$ cat src/core/itr_pkg.sv
// Package for the inspection trigger/result port.
// Assumes a single 50 MHz system clock; used by itr_port, the checker and the testbench.
package itr_pkg;

  // System clock rate
  localparam int unsigned CLK_HZ = 50_000_000;
  // Strobe clear delay after acknowledge, in microseconds
  localparam int unsigned ACK_CLR_US = 300;
  localparam int unsigned ACK_CLR_CYC = (ACK_CLR_US * (CLK_HZ / 1_000_000));
  // Data output to strobe delay, in microseconds
  localparam int unsigned DATA_STROBE_US = 1200;
  localparam int unsigned DATA_STROBE_CYC = (DATA_STROBE_US * (CLK_HZ / 1_000_000));
  // Widths
  localparam int unsigned DATA_W = 8;
  localparam int unsigned CNT_W = 17;
  localparam int unsigned SIZE_W = 8;
  // Payload limit for no-handshake transfer, in bits
  localparam logic [SIZE_W-1:0] ONE_BYTE_BITS = 8'h08;

  // Register offsets
  localparam logic [3:0] OFS_CTRL = 4'h0;
  localparam logic [3:0] OFS_DATA = 4'h1;
  localparam logic [3:0] OFS_STAT = 4'h2;
  localparam logic [3:0] OFS_FORCE = 4'h3;
  localparam logic [3:0] OFS_SIZE = 4'h4;
  localparam logic [3:0] OFS_EVT = 4'h5;

  // Control bit positions
  localparam int unsigned CB_HANDSHAKE = 0;
  localparam int unsigned CB_MISS_EN = 1;
  localparam int unsigned CB_CH5_MISS = 2;
  localparam int unsigned CB_NEVER_RST = 3;
  localparam int unsigned CB_SETUP = 4;
  localparam int unsigned CB_GROUPS = 5;
  localparam int unsigned CTRL_W = 6;

  // Event command bit positions
  localparam int unsigned EB_GRAB_DONE = 0;
  localparam int unsigned EB_RESULT = 1;
  localparam int unsigned EB_DONE = 2;
  localparam int unsigned EB_OVF = 3;
  localparam int unsigned EB_CLR = 4;

  // Status write-one-to-clear bit positions
  localparam int unsigned SB_MISSED = 0;
  localparam int unsigned SB_TIMEOUT = 1;
  localparam int unsigned SB_OVF = 2;

  // Channel five bit of the data lines
  localparam int unsigned CH5_BIT = 4;

  // Cycle sequencer states
  typedef enum logic [4:0] {
    ITR_IDLE   = 5'b00001,
    ITR_GRAB   = 5'b00010,
    ITR_PROC   = 5'b00100,
    ITR_SETTLE = 5'b01000,
    ITR_POST   = 5'b10000
  } itr_state_e;

  // Register port request
  typedef struct packed {
    logic [3:0]  addr;
    logic [31:0] wdata;
    logic        wr;
    logic        rd;
  } itr_bus_s;

  // Pins toward the controller
  typedef struct packed {
    logic              cycle_ready;
    logic              grab_end_flag;
    logic              result_valid_strobe;
    logic              missed_trigger;
    logic              timeout_err;
    logic [DATA_W-1:0] data;
  } itr_pins_s;

endpackage

$ cat src/core/itr_port.sv
// Inspection trigger/result port: cycle sequencing, strobe, missed trigger.
// Assumes software drives grab/result/done events through the register port.
//
// Implementation choices: the plain strobed port and the placing of the registers.
`timescale 1ns/1ps
`default_nettype none
//
// Cycle outline, one pass per accepted trigger:
//   idle   - ready high, waits for a synchronised trigger rise
//   grab   - ready and grab-end low until the image is in memory
//   proc   - waits for the result event, then drives the data lines unless the payload times out
//   settle - holds the data lines for the data-to-strobe delay
//   post   - strobe high (low after a timeout), waits for the done event to raise ready
//
// Register map, low bits used, upper read bits zero:
//   0 control  - handshake, missed enable, channel five choice,
//                never reset, setup mode, execution groups
//   1 result   - byte placed on the data lines
//   2 status   - one-hot state, acknowledge wait, sticky flags;
//                write one to clear a flag
//   3 force    - pin pattern shown in setup mode
//   4 size     - payload size in bits
//   5 events   - grab done, result ready, cycle done, overflow
//
// Hazards worth knowing:
//   - trigger and acknowledge pass two flops, so each pin edge
//     reaches the sequencer two cycles late
//   - a hardware set of a sticky flag wins over a software clear
//     in the same cycle, so no event is lost
//   - the strobe clear delay shares the cycle counter with the
//     settle delay; settle owns it while in that state
//   - setup mode only changes the pin image; the sequencer and
//     the flags keep running underneath
//   - events written outside the state that uses them are dropped,
//     except overflow, which is taken in any state
//   - with no handshake the strobe stands until the next trigger
//
// Contract
// - Trigger rise starts cycle, ready drops
// - Ready rises when processing finishes
// - One byte payload: handshake optional by setting
// - Over eight bits without handshake: timeout (none raised when execution groups set)
// - No handshake: strobe once data present
// - Trigger accepted only while ready high
// - Trigger while busy flags missed, if enabled
// - Ready falling edge marks application start
// - Grab-end low during image acquisition
// - Output data, then raise strobe
// - Ready high after execution and display
// - Next trigger clears strobe with ready
// - Setup mode forces every output
// - Strobe clears 300 us after acknowledge
// - Data cleared on start unless never-reset
// - React to trigger rising edge only
// - Channel five: overflow or missed trigger
module itr_port (
  input  wire logic                        clk_sys,     // System clock
  input  wire logic                        nrst,        // Async reset, active low
  input  wire logic                        trigger,     // Trigger from controller
  input  wire logic                        ack,         // Acknowledge from controller
  input  wire itr_pkg::itr_bus_s           bus,         // Register request
  output var  logic [31:0]                 rdata,       // Read data, cycle after read
  output var  itr_pkg::itr_pins_s          pins         // Outputs toward controller
);
  import itr_pkg::*;

  typedef struct packed {
    itr_state_e          state;
    logic [CTRL_W-1:0]   ctrl;
    logic [DATA_W-1:0]   result;
    logic [SIZE_W-1:0]   size;
    itr_pins_s           live;
    itr_pins_s           forced;
    itr_pins_s           pins;
    logic [CNT_W-1:0]    cnt;
    logic                ack_wait;
    logic                ovf;
    logic                missed;
    logic                timeout;
    logic [31:0]         rdata;
  } itr_st_s;

  itr_st_s st_reg;
  itr_st_s st_next;
  logic trig_lvl;
  logic trig_rise;
  logic ack_lvl;
  logic ack_rise;

  // Input synchronisers
  itr_edge u_trig (
    .clk_sys (clk_sys),
    .nrst    (nrst),
    .din     (trigger),
    .level   (trig_lvl),
    .rise    (trig_rise)
  );
  itr_edge u_ack (
    .clk_sys (clk_sys),
    .nrst    (nrst),
    .din     (ack),
    .level   (ack_lvl),
    .rise    (ack_rise)
  );

  // Handshake needed but not enabled
  function automatic logic need_hs_missing(
    input logic [CTRL_W-1:0] c, // Control word
    input logic [SIZE_W-1:0] s  // Payload size in bits
  );
    // Execution groups leave the mode to software
    need_hs_missing = !c[CB_GROUPS] && (s > ONE_BYTE_BITS) && !c[CB_HANDSHAKE];
  endfunction

  // Write strobe aimed at one register offset
  function automatic logic wr_hit(
    input itr_bus_s   b,  // Register request
    input logic [3:0] ofs // Register offset
  );
    wr_hit = b.wr && (b.addr == ofs);
  endfunction

  // Read strobe aimed at one register offset
  function automatic logic rd_hit(
    input itr_bus_s   b,  // Register request
    input logic [3:0] ofs // Register offset
  );
    rd_hit = b.rd && (b.addr == ofs);
  endfunction

  // Event write carrying one event bit
  function automatic logic evt_hit(
    input itr_bus_s    b,  // Register request
    input int unsigned pos // Event bit position
  );
    evt_hit = wr_hit(b, OFS_EVT) && b.wdata[pos];
  endfunction

  // Decoded event strobes from software
  logic evt_grab;   // Image moved into memory
  logic evt_result; // Results calculated
  logic evt_done;   // Execution and display done
  logic evt_ovf;    // Byte overflow seen
  assign evt_grab   = evt_hit(bus, EB_GRAB_DONE);
  assign evt_result = evt_hit(bus, EB_RESULT);
  assign evt_done   = evt_hit(bus, EB_DONE);
  assign evt_ovf    = evt_hit(bus, EB_OVF);

  // Trigger qualification against the ready line
  logic accept_trig; // Rising edge while ready
  logic refuse_trig; // Rising edge while busy
  assign accept_trig = trig_rise && st_reg.live.cycle_ready;
  assign refuse_trig = trig_rise && !st_reg.live.cycle_ready;

  // Acknowledge taken only while a handshaked strobe waits
  logic ack_take;    // Start of strobe clear delay
  logic clr_pending; // Strobe clear delay running
  assign ack_take    = st_reg.ack_wait && ack_rise && st_reg.live.result_valid_strobe;
  assign clr_pending = !st_reg.ack_wait && (st_reg.cnt != '0) && (st_reg.state != ITR_SETTLE);

  // Payload too wide for transfer without handshake
  logic hs_missing; // Result event would time out
  assign hs_missing = need_hs_missing(st_reg.ctrl, st_reg.size);

  // Status word: one-hot state, acknowledge wait and sticky flags
  logic [31:0] stat_word; // Read value of the status register
  assign stat_word = 32'({st_reg.state, st_reg.ack_wait, st_reg.ovf, st_reg.timeout, st_reg.missed});

  // Next-state logic: one copy of the whole state, filled in sections
  always_comb begin
    st_next = st_reg;
    st_next.rdata = '0;

    // Register writes: control, result byte, force pattern, size
    if (wr_hit(bus, OFS_CTRL)) begin
      st_next.ctrl = bus.wdata[CTRL_W-1:0];
    end else if (wr_hit(bus, OFS_DATA)) begin
      st_next.result = bus.wdata[DATA_W-1:0];
    end else if (wr_hit(bus, OFS_FORCE)) begin
      st_next.forced = bus.wdata[$bits(itr_pins_s)-1:0];
    end else if (wr_hit(bus, OFS_SIZE)) begin
      st_next.size = bus.wdata[SIZE_W-1:0];
    end else if (wr_hit(bus, OFS_STAT)) begin
      // Write one clears sticky flags; hardware sets below still win
      if (bus.wdata[SB_MISSED]) begin
        st_next.missed = 1'b0;
      end
      if (bus.wdata[SB_TIMEOUT]) begin
        st_next.timeout = 1'b0;
      end
      if (bus.wdata[SB_OVF]) begin
        st_next.ovf = 1'b0;
      end
    end

    // Register reads: data stand in the next cycle only, else zero
    if (rd_hit(bus, OFS_CTRL)) begin
      st_next.rdata = 32'(st_reg.ctrl);
    end else if (rd_hit(bus, OFS_DATA)) begin
      st_next.rdata = 32'(st_reg.result);
    end else if (rd_hit(bus, OFS_STAT)) begin
      st_next.rdata = stat_word;
    end else if (rd_hit(bus, OFS_FORCE)) begin
      st_next.rdata = 32'(st_reg.forced);
    end else if (rd_hit(bus, OFS_SIZE)) begin
      st_next.rdata = 32'(st_reg.size);
    end else begin
      st_next.rdata = '0;
    end

    // Trigger while busy: refused, flagged if enabled
    if (refuse_trig && st_reg.ctrl[CB_MISS_EN]) begin
      st_next.missed = 1'b1;
    end

    // Byte overflow reported by software
    if (evt_ovf) begin
      st_next.ovf = 1'b1;
    end

    // Sequencer: one pass per accepted trigger
    case (st_reg.state)
      ITR_IDLE: begin
        // Accept rising edge only while ready
        if (accept_trig) begin
          // Ready and strobe fall together
          st_next.live.cycle_ready = 1'b0;
          st_next.live.result_valid_strobe = 1'b0;
          st_next.live.grab_end_flag = 1'b0;
          st_next.ack_wait = 1'b0;
          // Old result cleared unless software keeps it
          if (!st_reg.ctrl[CB_NEVER_RST]) begin
            st_next.live.data = '0;
          end
          st_next.state = ITR_GRAB;
        end
      end

      ITR_GRAB: begin
        // Grab-end returns once image is in memory
        if (evt_grab) begin
          st_next.live.grab_end_flag = 1'b1;
          st_next.state = ITR_PROC;
        end
      end

      ITR_PROC: begin
        // Results ready: put data on lines first
        if (evt_result) begin
          if (hs_missing) begin
            // Payload too wide without handshake: no strobe
            st_next.timeout = 1'b1;
            st_next.state = ITR_POST;
          end else begin
            st_next.live.data = st_reg.result;
            st_next.cnt = CNT_W'(DATA_STROBE_CYC - 1);
            st_next.state = ITR_SETTLE;
          end
        end
      end

      ITR_SETTLE: begin
        // Data settle before strobe
        if (st_reg.cnt == '0) begin
          st_next.live.result_valid_strobe = 1'b1;
          // Handshake mode waits for the acknowledge
          st_next.ack_wait = st_reg.ctrl[CB_HANDSHAKE];
          st_next.state = ITR_POST;
        end else begin
          st_next.cnt = st_reg.cnt - 1'b1;
        end
      end

      ITR_POST: begin
        // Ready after execution and display done
        if (evt_done) begin
          st_next.live.cycle_ready = 1'b1;
          st_next.state = ITR_IDLE;
        end
      end

      default: begin
        // Unreachable codes fall back to idle
        st_next.state = ITR_IDLE;
      end
    endcase

    // Handshake: acknowledge starts the strobe clear delay
    // The sequencer keeps its own next state here, so a done event
    // in the same cycle is never lost
    if (ack_take) begin
      st_next.cnt = CNT_W'(ACK_CLR_CYC - 1);
      st_next.ack_wait = 1'b0;
    end

    // Count the clear delay down, drop the strobe on the last step
    if (clr_pending) begin
      st_next.cnt = st_reg.cnt - 1'b1;
      if (st_reg.cnt == CNT_W'(1)) begin
        st_next.live.result_valid_strobe = 1'b0;
      end
    end

    // Status lines follow the sticky flags
    st_next.live.missed_trigger = st_next.missed;
    st_next.live.timeout_err = st_next.timeout;

    // Pin image; channel five also reports overflow or missed trigger
    st_next.pins = st_next.live;
    if (st_reg.ctrl[CB_CH5_MISS]) begin
      st_next.pins.data[CH5_BIT] = st_next.live.data[CH5_BIT] | st_next.missed;
    end else begin
      st_next.pins.data[CH5_BIT] = st_next.live.data[CH5_BIT] | st_next.ovf;
    end

    // Setup mode: the forced pattern replaces every pin
    if (st_reg.ctrl[CB_SETUP]) begin
      st_next.pins = st_reg.forced;
    end
  end

  // State register; reset leaves the port ready with grab-end high
  always_ff @(posedge clk_sys or negedge nrst) begin
    if (!nrst) begin
      // Everything clear, then the two lines that idle high
      st_reg <= '0;
      st_reg.state <= ITR_IDLE;
      st_reg.live.cycle_ready <= 1'b1;
      st_reg.live.grab_end_flag <= 1'b1;
      st_reg.pins.cycle_ready <= 1'b1;
      st_reg.pins.grab_end_flag <= 1'b1;
    end else begin
      st_reg <= st_next;
    end
  end

  // Outputs straight from flops
  assign pins = st_reg.pins;
  assign rdata = st_reg.rdata;
  // Unused level outputs of synchronisers
  logic unused_lvl;
  assign unused_lvl = trig_lvl ^ ack_lvl;
endmodule
`default_nettype wire

$ cat src/core/itr_edge.sv
// Two-flop synchroniser with rising-edge detector.
// Assumes the input is already a clean level from an isolator.
`timescale 1ns/1ps
`default_nettype none
module itr_edge (
  input  wire logic clk_sys, // System clock
  input  wire logic nrst,    // Async reset, active low
  input  wire logic din,     // Raw input level
  output var  logic level,   // Synchronised level
  output var  logic rise     // One-cycle rising pulse
);
  typedef struct packed {
    logic s1;
    logic s2;
    logic s3;
  } itr_sync_s;

  itr_sync_s st_reg;
  itr_sync_s st_next;

  // Next state: shift chain, first flop read only by second
  always_comb begin
    st_next = st_reg;
    st_next.s1 = din;
    st_next.s2 = st_reg.s1;
    st_next.s3 = st_reg.s2;
  end

  // State register
  always_ff @(posedge clk_sys or negedge nrst) begin
    if (!nrst) begin
      st_reg <= '0;
    end else begin
      st_reg <= st_next;
    end
  end

  // One event per edge
  assign level = st_reg.s2;
  assign rise = st_reg.s2 & ~st_reg.s3;
endmodule
`default_nettype wire

$ cat config.mk
export PLATFORM = sky130hd
export DESIGN_NAME = itr_port
export DESIGN_NICKNAME = d
export VERILOG_FILES = /design/src/core/itr_pkg.sv /design/src/core/itr_port.sv /design/src/core/itr_edge.sv
export SDC_FILE = /design/constraint.sdc
export NUM_CORES = 1
export LEC_CHECK = 0
export BUFFER_PORTS_ARGS = -buffer_cell sky130_fd_sc_hd__buf_2
export CAP_MARGIN = 10
export CORE_AREA = 10 10 116 118
export DETAILED_ROUTE_END_ITERATION = 10
export DIE_AREA = 0 0 126 128
export PLACE_DENSITY_LB_ADDON = 0.12
export SETUP_SLACK_MARGIN = 0.02
export SYNTH_ARGS = -nofsm -noshare
export SYNTH_HDL_FRONTEND = slang
export SYNTH_HIERARCHICAL = 1
export SYNTH_SLANG_ARGS = --single-unit
$ cat constraint.sdc
create_clock -name clk_sys -period 3.2 [get_ports clk_sys]
set_clock_uncertainty 0.1 [all_clocks]
set_input_delay 0.64 -clock clk_sys [delete_from_list [all_inputs] [get_ports clk_sys]]
set_output_delay 0.64 -clock clk_sys [all_outputs]
set_load 0.03 [all_outputs]
==> summary.md <==
| Metric | Value |
|---|---|
| Status | `completed` |
| CP required | `3390 ps` |
| Number of enable flip-flop cells after synthesis | `0` |
| Layout cells sized above 1 | `28.0%` |
| CTS hold repair buffers | `0` |
| Max-cap violations | `0` |
| FF-to-FF setup slack | `450 ps` |
| Setup TNS | `0 ps` |
| CTS max path bufs | `2` |
| Primary FF master, synth | `dfrtp_1` |
| Asr flop ratio synth | `100%` |
| Post-Syn Area per Cell | `11.0 um^2` |
| # setup viols final | `0` |
| Drc violations | `0` |
| 1st-pass router iterations | `4` |
| Leakage | `2.59 nW` |
| Storage cell area | `0.00261 mm^2` |
| Minimum clock period | `2750 ps` |
| Multi-input gate area | `0.00205 mm^2` |
| Grt ovf | `0` |
| Final RePlAce weighted congestion | `0.830` |
| Worst-margin pin slew | `921 ps` |
| Critical path fanouts, max | `8` |
| Initial Utilization | `44.8%` |
| RSZ-0062 raised after global routing | `no` |
| CP Data Arrival Time | `2950 ps` |
| Switching Share | `28.2%` |
| Synth cell types | `62` |
| # clock sinks | `104` |
| Largest net degree at the start of global routing | `43` |
| Final Hold Fails | `0` |
| Sequential area share after synthesis | `51.9%` |
| R2R cell count | `6` |
| Post-Synthesis Cells | `457` |
| Antenna diodes | `0` |
| Vias in the first global route | `3,531` |
| First DRT Iteration DRCs | `212` |
| Rel. slew slack | `38.4%` |
| Mapped cell area | `0.00503 mm^2` |
| CTS H-Tree Depth | `3` |
| Clock power frac | `34.2%` |
| Internal power | `0.00220 W` |
| CTS tree | `built` |
| Area of the die | `0.0161 mm^2` |
| Fmax | `363 MHz` |
| Gate power share | `14.2%` |
| Synthesis Warnings | `6` |
| Total track usage | `15.0%` |
| Post-Route WL | `11,800 um` |
| Startpoint Class | `flop` |
| Mean routed wirelength per cell | `18.6 um` |
| Count of buffers from port buffering | `48` |
| # nets final | `532` |
| Post-CTS Setup Inserts | `0` |
| Seq pwr share | `51.6%` |
| Antenna-violating nets left | `0` |
| Core ar. | `0.0112 mm^2` |
| Reg clk slew, reported paths | `70 ps` |
| Initial antenna violation count | `0` |
| Slew Viols, Final | `0` |
| Filler cell count | `1,065` |
| Clock Latency Late Sink | `350 ps` |
| Hold WC Path Type | `in2async` |
| Post-layout util | `49.0%` |
| Layout area overhead | `9.43%` |
| Cts repair resizes | `0` |
| CP Class | `reg2reg` |
| P_sw | `0.000864 W` |
| Rows | `39` |
| Top Ports | `87` |
| Worst ir drop on vdd | `0.000318 V` |
| Via count | `3,498` |
| Synthesized flop and latch total | `104` |
| Max reg flops | `72` |
| Die width | `126 um` |
| PD cells | `557 mW/mm^2` |
| CP endpoint kind | `flop` |
| Die height | `128 um` |
| CTS root buffer | `clkbuf_16` |
| First-pass GRT wire length | `19,500 um` |
| Detailed placement HPWL | `8390 um` |
| TritonCTS buffer count | `9` |
| Routed vias/inst | `5.51` |
| Period utilisation layout | `86.1%` |
==> Yosys cell counts, drive strengths merged, types with 2 or more instances <==
master	n	share of area, %
dfrtp	99	49
inv	12	0.90
a21oi	12	1.2
a211oi	3	0.45
buf	50	7.2
clkbuf	7	0.52
a22o	11	1.9
nor3b	6	0.90
nand2b	6	0.75
o211ai	4	0.60
o21ai	18	1.8
and2	7	0.87
a222oi	2	0.40
nor3	8	0.90
mux2	45	10
nand2	43	3.2
nor4b	4	0.70
or3b	6	1.0
nor4	5	1.2
or3	2	0.25
a32o	2	0.40
a22oi	15	2.2
dfstp	5	2.6
a21boi	2	0.30
ha	2	0.50
and3	5	0.62
nand4	3	0.37
xor2	4	0.70
o31ai	2	0.30
or4	3	0.52
o22ai	2	0.25
nand3	11	1.1
a31oi	2	0.25
a21o	2	0.30
nor2	28	2.1
nor2b	3	0.67
==> stage by stage <==
step                      instance area [um^2]  hold WS [ps]  worst slack, ps  instances  total power, W
after detailed placement                  5220           235              381        620         0.00204
final                                     5500           184              445        635         0.00306
after floorplan                           5090           231              821        475         0.00195
after global routing                      5500           214              187        635         0.00321
after global placement                    5220           233              407        620         0.00203
after CTS                                 5500           198              460        635         0.00309
==> cells by family (layout without fill, tap and decap cells) <==
logic type | after synthesis | count (layout) | synth area share, %
adders and majority gates | 2 | 2 | 0.498
xor gates and xnor gates | 4 | 4 | 0.697
muxes | 46 | 46 | 10.3
DFF | 104 | 104 | 51.9
and+or+nand+nor | 145 | 145 | 16.0
other | 1 | 19 | 0.0746
AOI/OAI and AO/OA | 86 | 86 | 11.9
buffers and inverters | 69 | 86 | 8.61
==> layout by cell type (no fill, tap or decap), types with 5 or more instances in the layout <==
cell type,instances
dfrtp_1,99
buf_2,47
mux2_2,45
nand2_1,43
nor2_1,28
conb_1,19
o21ai_0,18
a22oi_1,15
a21oi_1,12
inv_1,11
a22o_1,11
nand3_1,11
buf_4,11
clkbuf_16,9
nor3_1,7
nor3b_1,6
and2_1,6
nand2b_1,6
or3b_2,5
and3_1,5
dfstp_2,5
==> worst paths after layout <==
check                                            from                     end
hold / removal                                   nrst  st_reg[41]$_DFFE_PN0P_
setup reg to reg              st_reg[113]$_DFFE_PN0P_       pins[0]$_DFF_PN0_
min in group clk_sys       u_ack/st_next[1]$_DFF_PN0_   u_ack/level$_DFF_PN0_
hold reg to reg            u_ack/st_next[1]$_DFF_PN0_   u_ack/level$_DFF_PN0_
max in group asynchronous                        nrst      pins[12]$_DFF_PN1_
setup / recovery              st_reg[113]$_DFFE_PN0P_       pins[0]$_DFF_PN0_
==> layer usage <==
metal	GRT usage (%)	share of wire (%)	vias up
li1	-	-	1639
met1	22.0	51	1743
met2	20.5	42	105
met3	4.26	6.5	11
met4	4.82	1.3	0
met5	0	0	-
==> critical path, cell delays in order, from the launching register on <==
cell     delay (ps)
dfrtp_1         440
or3b_2          480
o32ai_1         350
nor3_2          170
nor2_1          740
a22o_1          270
mux2_2          150
==> cell type report <==
type / instances / share of cell area (%)
timing repair buffer: 59 / 6.14
tap: 143 / 3.25
clock buffer: 10 / 4.34
sequential: 104 / 47.4
inverter: 12 / 0.819
multi-input combinational: 302 / 37.3
clock inverter: 5 / 0.705
==> power groups by stage <==
| stage | sequential, W | clock, W | combinational (W) |
|---|---|---|---|
| detailed placement | 0.00160 | 0 | 0.000436 |
| global route | 0.00160 | 0.00113 | 0.000476 |
| finish | 0.00158 | 0.00105 | 0.000435 |
| CTS | 0.00158 | 0.00107 | 0.000438 |
| floorplan | 0.00156 | 0 | 0.000387 |
| global placement | 0.00160 | 0 | 0.000429 |
No activity file was read; power rests on OpenSTA's default activity.
